`config.mk`:
```
export PLATFORM = sky130hd
export DESIGN_NAME = pscn_top
export DESIGN_NICKNAME = d
export VERILOG_FILES = /design/src/rtl/pscn_top.v /design/src/rtl/pscn_sync.v /design/src/rtl/pscn_ctrl.v
export VERILOG_INCLUDE_DIRS = /design/src /design/src/rtl
export SDC_FILE = /design/constraint.sdc
export NUM_CORES = 1
export LEC_CHECK = 0
export BUFFER_PORTS_ARGS = -buffer_cell sky130_fd_sc_hd__buf_2
export CORE_AREA = 3 3 128 192
export CTS_CLUSTER_DIAMETER = 60
export CTS_CLUSTER_SIZE = 12
export DETAILED_ROUTE_END_ITERATION = 10
export DIE_AREA = 0 0 131 195
export PLACE_DENSITY_LB_ADDON = 0.1
export SKIP_LAST_GASP = 1
export SYNTH_ARGS = -nofsm -noshare
export SYNTH_HDL_FRONTEND = slang
export SYNTH_SLANG_ARGS = --single-unit
```
`constraint.sdc`:
```
create_clock -name mclk -period 3.1 [get_ports mclk]
set_clock_uncertainty 0.1 [all_clocks]
set_input_delay 0.31 -clock mclk [delete_from_list [all_inputs] [get_ports mclk]]
set_output_delay 0.31 -clock mclk [all_outputs]
set_load 0.01 [all_outputs]
```
`src/rtl/pscn_map.vh`:
```
`ifndef PSCN_MAP_VH
`define PSCN_MAP_VH
`define PSCN_CLK_MHZ       200
`define PSCN_FLASH_MS      1000
`define PSCN_CENTRE_LO     8'h78
`define PSCN_CENTRE_HI     8'h88
`define PSCN_BATT_LOW      8'h20
`define PSCN_PRESS_MIN     8'h04
`define PSCN_WHEEL_STEP    8'h02
`define PSCN_BTN_4         8'h33
`define PSCN_BTN_5         8'h32
`define PSCN_BTN_6         8'h31
`define PSCN_BTN_EXIT      8'h73
`define PSCN_BTN_ENTER     8'h53
`define PSCN_ID_PITCH      4'h1
`define PSCN_ID_MOD        4'h2
`define PSCN_ID_SLIDER     4'h3
`define PSCN_ID_PEDAL      4'h4
`define PSCN_ID_SWPED1     4'h5
`define PSCN_ID_SWPED2     4'h6
`define PSCN_ID_KNOB       4'h7
`define PSCN_ID_BUTTON     4'h8
`define PSCN_ID_KEY        4'h9
`define PSCN_ID_PRESSURE   4'hA
`define PSCN_ID_SPARE1     4'hB
`define PSCN_ID_SPARE2     4'hC
`define PSCN_ID_ERROR      4'hD
`define PSCN_SWPED1_LED    8'hF1
`define PSCN_SWPED2_LED    8'hF8
`endif

```
`src/rtl/pscn_top.v`:
```
`timescale 1ns/10ps
`default_nettype none
`include "pscn_map.vh"
module pscn_top #(
  parameter FLASH_CYCLES = `PSCN_FLASH_MS * `PSCN_CLK_MHZ * 1000,
  parameter BLINK_CYCLES = 20000000
) (
  input  wire       mclk,
  input  wire       rst,
  input  wire       soft_rst,
  input  wire       program_page,
  input  wire       adc_stb,
  input  wire [7:0] pitch_adc,
  input  wire [7:0] mod_adc,
  input  wire [7:0] slider_adc,
  input  wire [7:0] pedal_adc,
  input  wire [7:0] battery_adc,
  input  wire [7:0] pressure_adc,
  input  wire       sw_pedal1_pin,
  input  wire       sw_pedal2_pin,
  input  wire [1:0] encoder_pin,
  input  wire       spare_input_one,
  input  wire       spare_input_two,
  input  wire       led_diag_strap,
  input  wire       btn_stb,
  input  wire [7:0] btn_code,
  input  wire       btn_is_mode,
  input  wire [2:0] btn_led,
  input  wire       key_stb,
  input  wire [6:0] key_note,
  input  wire       key_upper,
  input  wire       key_lower,
  output reg  [7:0] leds,
  output reg        disp_diag,
  output reg        led_diag,
  output reg        report_stb,
  output reg  [3:0] report_id,
  output reg  [7:0] report_val,
  output reg        key_error,
  output reg        fault_wheel,
  output reg        fault_batt
);
  // ----------------------------------------
  // pin synchronisers
  // ----------------------------------------
  wire [5:0] pins;
  pscn_sync #(.W(6)) u_sync (
    .mclk (mclk),
    .rst  (rst),
    .din  ({spare_input_two, spare_input_one, encoder_pin, sw_pedal2_pin, sw_pedal1_pin}),
    .dout (pins)
  );
  // ----------------------------------------
  // continuous controllers
  // ----------------------------------------
  wire [31:0] ctl_vals;
  wire [3:0]  ctl_chg;
  genvar gi;
  generate
    for (gi = 0; gi < 4; gi = gi + 1)
    begin : g_ctl
      pscn_ctrl u_ctl (
        .mclk       (mclk),
        .rst        (rst),
        .sample_stb (adc_stb),
        .sample     ((gi == 0) ? pitch_adc : (gi == 1) ? mod_adc :
                     (gi == 2) ? slider_adc : pedal_adc),
        .last       (ctl_vals[gi*8 +: 8]),
        .changed    (ctl_chg[gi])
      );
    end
  endgenerate
  // ----------------------------------------
  // power-up state
  // ----------------------------------------
  localparam ST_BOOT  = 3'h0;
  localparam ST_FLASH = 3'h1;
  localparam ST_RUN   = 3'h2;
  localparam ST_SWEEP = 3'h3;
  localparam ST_DIAG  = 3'h4;
  localparam ST_LED   = 3'h5;
  reg [2:0]  state;
  reg [31:0] timer;
  reg [3:0]  flashes;
  reg [2:0]  sweep;
  reg [1:0]  pol;
  reg        strap;
  reg [1:0]  enc_prev;
  reg [1:0]  enc_pos;
  reg [1:0]  ped_last;
  reg [1:0]  spare_last;
  reg [7:0]  press_last;
  reg [7:0]  btn_mask;
  reg [7:0]  blink_led;
  reg [31:0] blink_t;
  reg        held4;
  reg        held5;
  reg        held6;
  reg        held_exit;
  reg        held_enter;
  wire       centred;
  wire       batt_low;
  wire [1:0] ped_act;
  wire [1:0] enc;
  wire       enc_up;
  wire       enc_dn;
  assign centred  = (pitch_adc >= `PSCN_CENTRE_LO) && (pitch_adc <= `PSCN_CENTRE_HI);
  assign batt_low = (battery_adc <= `PSCN_BATT_LOW);
  assign ped_act  = pins[1:0] ^ pol;
  assign enc      = pins[3:2];
  // gray quadrature: 00-01-11-10 clockwise
  assign enc_up = (enc != enc_prev) && (enc == {enc_prev[0], ~enc_prev[1]});
  assign enc_dn = (enc != enc_prev) && (enc == {~enc_prev[0], enc_prev[1]});
  always @(posedge mclk)
  begin
    if (rst || soft_rst)
    begin
      state       <= ST_BOOT;
      timer       <= 32'h0;
      flashes     <= 4'h0;
      sweep       <= 3'h0;
      pol         <= 2'h0;
      strap       <= 1'b0;
      enc_prev    <= 2'h0;
      enc_pos     <= 2'h0;
      ped_last    <= 2'h0;
      spare_last  <= 2'h0;
      press_last  <= 8'h00;
      btn_mask    <= 8'h00;
      blink_led   <= 8'h00;
      blink_t     <= 32'h0;
      held4       <= 1'b0;
      held5       <= 1'b0;
      held6       <= 1'b0;
      held_exit   <= 1'b0;
      held_enter  <= 1'b0;
      leds        <= 8'h00;
      disp_diag   <= 1'b0;
      led_diag    <= 1'b0;
      report_stb  <= 1'b0;
      report_id   <= 4'h0;
      report_val  <= 8'h00;
      key_error   <= 1'b0;
      fault_wheel <= 1'b0;
      fault_batt  <= 1'b0;
    end
    else
    begin
      report_stb <= 1'b0;
      enc_prev   <= enc;
      if (blink_t != 32'h0)
        blink_t <= blink_t - 32'h1;
      else
        blink_led <= 8'h00;
      if (enc_up)
        enc_pos <= enc_pos + 2'h1;
      else if (enc_dn)
        enc_pos <= enc_pos - 2'h1;
      if (btn_stb)
      begin
        held4      <= (btn_code == `PSCN_BTN_4) ? 1'b1 : held4;
        held5      <= (btn_code == `PSCN_BTN_5) ? 1'b1 : held5;
        held6      <= (btn_code == `PSCN_BTN_6) ? 1'b1 : held6;
        held_exit  <= (btn_code == `PSCN_BTN_EXIT) ? 1'b1 : held_exit;
        held_enter <= (btn_code == `PSCN_BTN_ENTER) ? 1'b1 : held_enter;
      end
      case (state)
        ST_BOOT:
        begin
          pol         <= pins[1:0];
          strap       <= led_diag_strap;
          fault_wheel <= ~centred;
          fault_batt  <= batt_low;
          // one flash, one more for the wheel, two more for the battery
          flashes     <= 4'h1 + {3'h0, ~centred} + {2'h0, batt_low, 1'b0};
          timer       <= 32'h0;
          state       <= ST_FLASH;
        end
        ST_FLASH:
        begin
          timer <= timer + 32'h1;
          // synchronisers have settled well before the flash ends
          pol   <= pins[1:0];
          if (timer >= FLASH_CYCLES)
          begin
            timer <= 32'h0;
            if (leds == 8'hFF)
            begin
              leds    <= 8'h00;
              flashes <= flashes - 4'h1;
            end
            else if (flashes != 4'h0)
              leds <= 8'hFF;
            else if (strap)
            begin
              state    <= ST_LED;
              led_diag <= 1'b1;
            end
            else
              state <= ST_RUN;
          end
        end
        ST_RUN:
        begin
          if (held4 && held5 && held6 && program_page)
          begin
            state <= ST_SWEEP;
            sweep <= 3'h7;
            timer <= 32'h0;
          end
          else if (btn_stb && btn_code != `PSCN_BTN_4 && btn_code != `PSCN_BTN_5 &&
                   btn_code != `PSCN_BTN_6)
          begin
            held4 <= 1'b0;
            held5 <= 1'b0;
            held6 <= 1'b0;
          end
        end
        ST_SWEEP:
        begin
          timer <= timer + 32'h1;
          leds  <= 8'h01 << sweep;
          if (timer >= BLINK_CYCLES)
          begin
            timer <= 32'h0;
            if (sweep == 3'h0)
            begin
              state      <= ST_DIAG;
              disp_diag  <= 1'b1;
              leds       <= 8'h00;
              held_exit  <= 1'b0;
              held_enter <= 1'b0;
            end
            else
              sweep <= sweep - 3'h1;
          end
        end
        default:
        begin
          // ST_DIAG and ST_LED share event reporting
          if (state == ST_DIAG && held_exit && held_enter)
          begin
            state     <= ST_BOOT;
            disp_diag <= 1'b0;
          end
          else if (ctl_chg != 4'h0)
          begin
            report_stb <= 1'b1;
            report_id  <= ctl_chg[0] ? `PSCN_ID_PITCH : ctl_chg[1] ? `PSCN_ID_MOD :
                          ctl_chg[2] ? `PSCN_ID_SLIDER : `PSCN_ID_PEDAL;
            report_val <= ctl_chg[0] ? ctl_vals[7:0] : ctl_chg[1] ? ctl_vals[15:8] :
                          ctl_chg[2] ? ctl_vals[23:16] : ctl_vals[31:24];
          end
          else if (ped_act != ped_last)
          begin
            ped_last   <= ped_act;
            report_stb <= 1'b1;
            report_id  <= (ped_act[0] != ped_last[0]) ? `PSCN_ID_SWPED1 : `PSCN_ID_SWPED2;
            report_val <= (ped_act[0] != ped_last[0]) ? {7'h0, ped_act[0]} : {7'h0, ped_act[1]};
            if (ped_act[0] != ped_last[0])
              ped_last[1] <= ped_last[1];
          end
          else if (enc_up || enc_dn)
          begin
            report_stb <= 1'b1;
            report_id  <= `PSCN_ID_KNOB;
            report_val <= {6'h0, enc_up ? enc_pos + 2'h1 : enc_pos - 2'h1};
          end
          else if (pins[5:4] != spare_last)
          begin
            spare_last <= pins[5:4];
            if ((pins[4] & ~spare_last[0]) | (pins[5] & ~spare_last[1]))
            begin
              report_stb <= 1'b1;
              report_id  <= (pins[4] & ~spare_last[0]) ? `PSCN_ID_SPARE1 : `PSCN_ID_SPARE2;
              report_val <= 8'h01;
            end
          end
          else if (btn_stb)
          begin
            report_stb <= 1'b1;
            report_id  <= `PSCN_ID_BUTTON;
            report_val <= btn_code;
            if (btn_is_mode)
            begin
              blink_led <= 8'h80 >> btn_led;
              blink_t   <= BLINK_CYCLES;
            end
          end
          else if (key_stb)
          begin
            report_stb <= 1'b1;
            if (key_lower && !key_upper)
            begin
              key_error  <= 1'b1;
              report_id  <= `PSCN_ID_ERROR;
              report_val <= {1'b0, key_note};
            end
            else
            begin
              key_error  <= 1'b0;
              report_id  <= `PSCN_ID_KEY;
              report_val <= {1'b0, key_note};
            end
          end
          else if (adc_stb && pressure_adc != press_last &&
                   (pressure_adc >= `PSCN_PRESS_MIN || press_last >= `PSCN_PRESS_MIN))
          begin
            press_last <= pressure_adc;
            report_stb <= 1'b1;
            report_id  <= (pressure_adc >= `PSCN_PRESS_MIN) ? `PSCN_ID_PRESSURE : `PSCN_ID_KEY;
            report_val <= (pressure_adc >= `PSCN_PRESS_MIN) ? pressure_adc : {1'b0, key_note};
          end
          if (state == ST_LED)
          begin
            // binary readout, program LED is bit 7
            if (report_stb)
              leds <= (report_id == `PSCN_ID_SWPED1 && report_val[0]) ? `PSCN_SWPED1_LED :
                      (report_id == `PSCN_ID_SWPED2 && report_val[0]) ? `PSCN_SWPED2_LED :
                      (report_id == `PSCN_ID_KNOB) ? (8'h01 << report_val[1:0]) :
                      report_val;
            else if (key_error)
              leds <= blink_t[22] ? 8'hFF : 8'h00;
          end
          else
            leds <= blink_led;
        end
      endcase
      // a fresh boot forgets every half-made button chord
      if (state == ST_BOOT)
      begin
        held4      <= 1'b0;
        held5      <= 1'b0;
        held6      <= 1'b0;
        held_exit  <= 1'b0;
        held_enter <= 1'b0;
      end
    end
  end
endmodule
`default_nettype wire

```
`src/rtl/pscn_sync.v`:
```
`timescale 1ns/10ps
`default_nettype none
// ----------------------------------------
// three-stage pin synchroniser, change when stages two and three agree
// ----------------------------------------
module pscn_sync #(
  parameter W = 1
) (
  input  wire         mclk,
  input  wire         rst,
  input  wire [W-1:0] din,
  output reg  [W-1:0] dout
);
  reg [W-1:0] s1;
  reg [W-1:0] s2;
  reg [W-1:0] s3;
  genvar i;
  always @(posedge mclk)
  begin
    if (rst)
    begin
      s1 <= {W{1'b0}};
      s2 <= {W{1'b0}};
      s3 <= {W{1'b0}};
    end
    else
    begin
      s1 <= din;
      s2 <= s1;
      s3 <= s2;
    end
  end
  generate
    for (i = 0; i < W; i = i + 1)
    begin : g_bit
      always @(posedge mclk)
      begin
        if (rst)
          dout[i] <= 1'b0;
        else if (s2[i] == s3[i])
          dout[i] <= s3[i];
      end
    end
  endgenerate
endmodule
`default_nettype wire

```
`src/rtl/pscn_ctrl.v`:
```
`timescale 1ns/10ps
`default_nettype none
`include "pscn_map.vh"
// ----------------------------------------
// continuous controller: report on change of two or more counts
// ----------------------------------------
module pscn_ctrl (
  input  wire       mclk,
  input  wire       rst,
  input  wire       sample_stb,
  input  wire [7:0] sample,
  output reg  [7:0] last,
  output reg        changed
);
  wire [7:0] diff;
  assign diff = (sample > last) ? (sample - last) : (last - sample);
  always @(posedge mclk)
  begin
    if (rst)
    begin
      last    <= 8'h00;
      changed <= 1'b0;
    end
    else
    begin
      changed <= 1'b0;
      // ends of travel still reach 0 and 255
      if (sample_stb && (diff >= `PSCN_WHEEL_STEP ||
          (diff != 8'h00 && (sample == 8'h00 || sample == 8'hFF))))
      begin
        last    <= sample;
        changed <= 1'b1;
      end
    end
  end
endmodule
`default_nettype wire

```
==> results of run 1 <==
## layout make-up
type	instances	area (um2)
clock buffers	18	429
clock inverters	12	136
fillers	2057	8190
inverters	96	360
multi-input cells	1210	8190
flip-flops and latches	192	3850
well taps	315	394
repair buffers	223	1510
## cells by family (layout without fill, tap and decap cells)
kind of cell	after synthesis	after routing
simple gates	558	558
compound gates	462	462
flops	192	192
buf+inv	179	349
fa+ha+maj	81	81
xor+xnor	60	60
mux	49	49
## flip-flops by register name, summed over array words and instances (netlist names), 4 cells and up
register,flops
leds,8
u_sync.s2,6
report_val,8
g_ctl.u_ctl.last,32
u_sync.s1,6
g_ctl.u_ctl.changed,4
flashes,4
report_id,4
timer,32
u_sync.s3,6
u_sync.dout,6
press_last,8
blink_t,32
blink_led,8
## Yosys cell counts (6+ instances only)
cell / n
a211oi_1: 27
a21o_1: 16
a21oi_1: 158
a22oi_1: 8
a2bb2oi_1: 9
a311oi_1: 14
a31oi_1: 19
a41oi_1: 7
and2_1: 13
and3_1: 17
buf_2: 21
clkbuf_1: 52
dfxtp_1: 192
fa_1: 8
ha_1: 73
inv_1: 95
mux2i_1: 49
nand2_1: 128
nand2b_1: 18
nand3_1: 49
nand3b_1: 18
nand4_1: 44
nor2_1: 133
nor2b_1: 29
nor3_1: 32
nor3b_1: 6
nor4_1: 20
nor4b_1: 6
o211a_1: 15
o211ai_1: 27
o21a_1: 7
o21ai_0: 83
o221ai_1: 8
o32a_1: 8
or3_1: 16
xnor2_1: 39
xor2_1: 18
## what timing repair did
action | 4_1_cts | 5_1_grt
endpoints found under the setup margin | 8 | 34
setup buffers | 6 | 8
resized for setup | 6 | 34
gates cloned | 0 | 3
endpoints found under the hold margin | 4 | 0
pin swaps | 6 | 15
hold buffers | 4 | 0
## stage by stage
step	instances	TNS, ps	setup WS, ps
after detailed placement	2015	-1660	-220
after CTS	2055	-4.36	-3.21
after floorplan	1581	0	118
after global routing	2066	-1150	-141
final	2066	-259	-51.3
after global placement	2015	-931	-118
## worst max path at each step
stage | startpoint | endpoint | slack, ps
after detailed placement | mod_adc[0] | g_ctl[1].u_ctl.last[2] | -220
final | g_ctl[1].u_ctl.last[0] | g_ctl[1].u_ctl.last[2] | -50
after global placement | mod_adc[0] | g_ctl[1].u_ctl.last[6] | -120
after global routing | g_ctl[1].u_ctl.last[0] | g_ctl[1].u_ctl.last[2] | -140
after CTS | g_ctl[1].u_ctl.last[0] | g_ctl[1].u_ctl.last[2] | -3
after floorplan | mod_adc[0] | g_ctl[1].u_ctl.last[0] | 120
## metal layers
metal / GRT usage / vias up / part of all wire
li1: - / 6073 / -
met1: 0.326 / 5848 / 0.39
met2: 0.487 / 368 / 0.51
met3: 0.0443 / 115 / 0.046
met4: 0.128 / 0 / 0.047
met5: 0 / - / 0
## cells in the final DEF, fill, tap and decap left out, drive strengths merged, types with 19 or more instances in the layout
cell	instances
mux2i	49
nand2	128
a211oi	27
nor2b	29
nor4	24
a31oi	19
o211ai	27
a21oi	159
ha	73
clkbuf	19
xnor2	39
nor2	134
xor2	19
inv	100
nor3	33
nand3	49
o21ai	89
nand4	45
dfxtp	192
buf	218
## report_power, final
part | leakage (uW) | total (uW) | switching [uW] | internal (uW)
registers | 0.00156 | 2940 | 224 | 2710
clock network | 0.000275 | 2200 | 1010 | 1190
logic | 0.00423 | 4050 | 2270 | 1780
==> impl_metrics.yaml, run 1 <==
power_and_ir_drop:
  power.total_uw: 9180
  p_per_area_nw_per_um2: 618
  p_leak_uw: 0.00607
  max-vdd-ir-drop_v: 0.000538
clocking:
  htree_levels: 4
  clock_path_buffers: 2
  clk_latency_ps: 450
  cts_root_buf: "clkbuf_16"
  clk_pin_slew_ps: 70
  cts_buffers: 17
  cts_sinks: 192
  cts_tree: "built"
placement:
  place.port_buffers: 108
  hpwl_mm: 27.4
  place_area_um2: 14000
  gp_congestion: 0.978
die:
  rows: 68
  die_w_um: 131
  die_h_um: 195
  start_util: 0.547
  ioPinCount: 109
  coreArea_um2: 23100
  die_area_um2: 25500
yosys:
  synth_cell_types: 84
  synth_nets: 1745
  synth_fa_ha_area_frac: 0.0851
  synthDominantCellAreaShare: 0.305
  synth-edff-count: 0
  synthSimpleGateAreaFrac: 0.228
  yosys_warnings: 0
  async_reset_ff_frac: 0
  synth_area_leaders: "dfxtp_1 30%, ha_1 7.2%, a21oi_1 6.3%, nor2_1 4.0%, mux2i_1 3.9%"
  netlist_area_um2: 12600
  synth_xor_area_frac: 0.0444
  synth_compound_area_frac: 0.242
  yosys_most_used_dff: "dfxtp_1"
  synth_top_family_by_area: "compound AO/OA/AOI/OAI gates"
  yosysSeqAreaShare: 0.305
  syn_avg_cell_area_um2: 7.98
  synth_cells: 1581
  synth-seq-cells: 192
  synth_area_leader_cell: "dfxtp_1"
  synth_mux_area_frac: 0.0389
grt:
  grt_overflow_total: 0
  grt_antenna_before_repair: 0
  grt_pass1_vias: 11807
  grt_max_degree: 78
  grt_pass1_wl_mm: 57.7
  grt_usage: 0.278
worst_setup_path:
  crit_chain: "ha_4, inv_2, fa_2, a21o_1, a221o_1, a21oi_4, buf_6, mux2i_4, xnor2_2, nor4_4, a41oi_4, buf_12, mux2i_1"
  crit_fanout: 6
  path_delay_family: "compound AO/OA/AOI/OAI gates"
  worstPathRequired_ps: 3330
  r2r_setup_slack_ps: -50
  crit_slowest_cell: "nor4_4"
  end_kind: "flop"
  arrival_ps: 3380
  critPathBufInv: 3
  critPathLaunchType: "flop"
  reg2reg_to: "g_ctl[1].u_ctl.last[2]"
  r2r_start: "g_ctl[1].u_ctl.last[0]"
  slowest_delay_ps: 370
  rr_worst_depth: 13
  cp_num_cells: 13
  critPathKind: "reg2reg"
routing:
  via_count: 12404
  routed_wl_mm: 36.4
  ant_nets: 0
  firstDrtPassIters: 5
  drc: 0
  drtIter0Drc: 855
  vias_per_cell: 6.00
  wl_per_cell_um: 17.6
worst_hold_path:
  min_path_cells: 2
  hold_class: "in2reg"
  whs_endpoint: "u_sync.s1[2]"
  hp-start: "encoder_pin[0]"
timing:
  setup_viol_count_final: 9
  maxSlewViolCount: 0
  fin_hold_ws_ps: 13.1
  rsz0062_at_grt: "yes"
  period_needed_ps: 3150
  min_period_over_period: 1.02
  max_freq_ghz: 0.317
  tightestPinTransition_ps: 894
  fin_ws_ps: -51.3
  slew_headroom: 0.396
  hold_viol_final: 0
layout:
  utilization: 0.645
  layout-drive-gt1-share: 0.172
  design_area_um2: 14900
  num_antenna_cells: 0
  syn_to_final_growth_pct: 17.9
  nets: 1904
status:
  outcome: "finished with violations"
  violations: "setup timing"
job:
  max-cap-violations: 0
Power figures use the tool's default switching activity.
==> run 2: changes to the inputs <==
--- a/config.mk
+++ b/config.mk
@@ -7,11 +7,11 @@
 export NUM_CORES = 1
 export LEC_CHECK = 0
 export BUFFER_PORTS_ARGS = -buffer_cell sky130_fd_sc_hd__buf_2
-export CORE_AREA = 3 3 128 192
+export CORE_AREA = 3 3 149 224
 export CTS_CLUSTER_DIAMETER = 60
 export CTS_CLUSTER_SIZE = 12
 export DETAILED_ROUTE_END_ITERATION = 10
-export DIE_AREA = 0 0 131 195
+export DIE_AREA = 0 0 152 227
 export PLACE_DENSITY_LB_ADDON = 0.1
 export SKIP_LAST_GASP = 1
 export SYNTH_ARGS = -nofsm -noshare
==> constraint.sdc (replaced) <==
create_clock -name mclk -period 3 [get_ports mclk]
set_clock_uncertainty 0.1 [all_clocks]
set_input_delay 0.3 -clock mclk [delete_from_list [all_inputs] [get_ports mclk]]
set_output_delay 0.3 -clock mclk [all_outputs]
set_load 0.01 [all_outputs]
==> impl_metrics.yaml, run 2 (synthesis gave the netlist of run 1 again) <==
grt:
  grt_pass1_vias: 11900
  grt_antenna_before_repair: 10
  grt_overflow_total: 0
  grt_usage: 0.217
  grt_max_degree: 58
  grt_pass1_wl_mm: 61.2
clocking:
  cts_tree: "built"
  clk_pin_slew_ps: 70
  cts_sinks: 192
  clk_latency_ps: 450
  htree_levels: 4
  cts_buffers: 17
  cts_root_buf: "clkbuf_16"
  clock_path_buffers: 2
timing:
  rsz0062_at_grt: "yes"
  period_needed_ps: 3050
  setup_viol_count_final: 8
  maxSlewViolCount: 0
  min_period_over_period: 1.02
  slew_headroom: 0.598
  max_freq_ghz: 0.328
  hold_viol_final: 0
  fin_ws_ps: -50.6
  tightestPinTransition_ps: 603
  fin_hold_ws_ps: 30.8
die:
  die_w_um: 152
  die_h_um: 227
  die_area_um2: 34500
  ioPinCount: 109
  coreArea_um2: 31600
  start_util: 0.399
  rows: 80
layout:
  layout-drive-gt1-share: 0.199
  layout_common_cells: "187 x dfxtp_1, 153 x a21oi_1, 137 x buf_4"
  reg.largest.list: "blink_t: 32 flops, g_ctl.u_ctl.last: 32 flops, timer: 32 flops"
  final_common_cell: "dfxtp_1"
  design_area_um2: 15400
  stdcell_count: 2206
  nets: 1943
  syn_to_final_growth_pct: 21.8
power_and_ir_drop:
  power.total_uw: 9660
  max-vdd-ir-drop_v: 0.000474
  p_per_area_nw_per_um2: 629
  p_leak_uw: 0.00627
job:
  max-cap-violations: 0
status:
  violations: "setup timing"
  outcome: "finished with violations"
routing:
  wl_per_cell_um: 17.5
  drtIter0Drc: 571
  ant_nets: 0
  vias_per_cell: 5.59
  via_count: 12340
  routed_wl_mm: 38.6
  firstDrtPassIters: 8
  drc: 0
worst_setup_path:
  r2r_start: "g_ctl[1].u_ctl.last[0]"
  arrival_ps: 3280
  cp-startpoint: "g_ctl[1].u_ctl.last[0]"
  crit_fanout: 7
  r2r_setup_slack_ps: -50
  critPathKind: "reg2reg"
  end_kind: "flop"
  critPathLaunchType: "flop"
  worstPathRequired_ps: 3230
placement:
  dp_cells: 2150
  hpwl_mm: 29.8
  dp_slack_ps: -266
  gp_congestion: 0.896
  place.port_buffers: 108
  place_area_um2: 14400
worst_hold_path:
  hp-start: "led_diag_strap"
  hold_class: "in2reg"
## run 2: cell types whose count changed in the layout (fill, tap and decap cells not counted), moves of 3 or more
cell      change
diode_2       +4
a21oi_2       +3
a21oi_1       -3
clkbuf_8      +4
buf_4        +36
ha_1          -4
## run 2: worst paths after layout
path                            endpoint  depth (start not counted)
setup / recovery  g_ctl[1].u_ctl.last[1]                         13
hold / removal                     strap                          3
setup reg to reg  g_ctl[1].u_ctl.last[1]                         13
hold reg to reg             u_sync.s2[2]                          1
## run 2: final cells by class
class | count | area [um2]
Fill cell | 3243 | 16300
Antenna cell | 4 | 10.0
Inverter | 96 | 360
Clock buffer | 23 | 488
Clock inverter | 9 | 96.3
Tap cell | 410 | 513
Sequential cell | 192 | 3850
Multi-Input combinational cell | 1210 | 8250
Timing Repair Buffer | 262 | 1800
## run 2: repair_timing
action                     4_1_cts  5_1_grt
hold buffers                     6        0
gates cloned                     0        3
pin swaps                        2       17
gates resized for setup          5       50
hold endpoints to repair         6        0
setup endpoints to repair        8       41
buffers inserted                 2        9
## run 2: power by group
| group | internal (uW) | leakage [uW] | total, uW | switching (uW) |
|---|---|---|---|---|
| logic | 1960 | 0.00443 | 4350 | 2380 |
| registers | 2810 | 0.00156 | 3020 | 218 |
| clock network | 1250 | 0.000282 | 2290 | 1050 |
| total | 6020 | 0.00627 | 9660 | 3650 |
## run 2: per-layer routing
layer	vias to the layer above	track usage	part of all wire	routed length [um]
li1	6154	-	-	-
met1	5823	0.243	0.41	15800
met3	80	0.0434	0.040	1530
met4	12	0.0847	0.034	1300
met5	-	0	0.0018	71
met2	271	0.405	0.52	19900
## run 2: stage by stage
stage               utilization  setup TNS, ps
finish                    0.486           -388
global route              0.486          -2040
CTS                       0.476              0
detailed placement        0.454          -2300
global placement          0.454          -1850
floorplan                     -              0
## run 2: worst max-delay path, cell delays in order (launching register included)
cell	delay [ps]
dfxtp_2	350
ha_4	130
inv_2	30
fa_2	320
a21o_1	190
a221o_1	350
a21oi_4	240
buf_6	130
mux2i_1	210
xnor2_1	130
nor4_4	300
a41oi_4	170
buf_12	180
mux2i_1	110
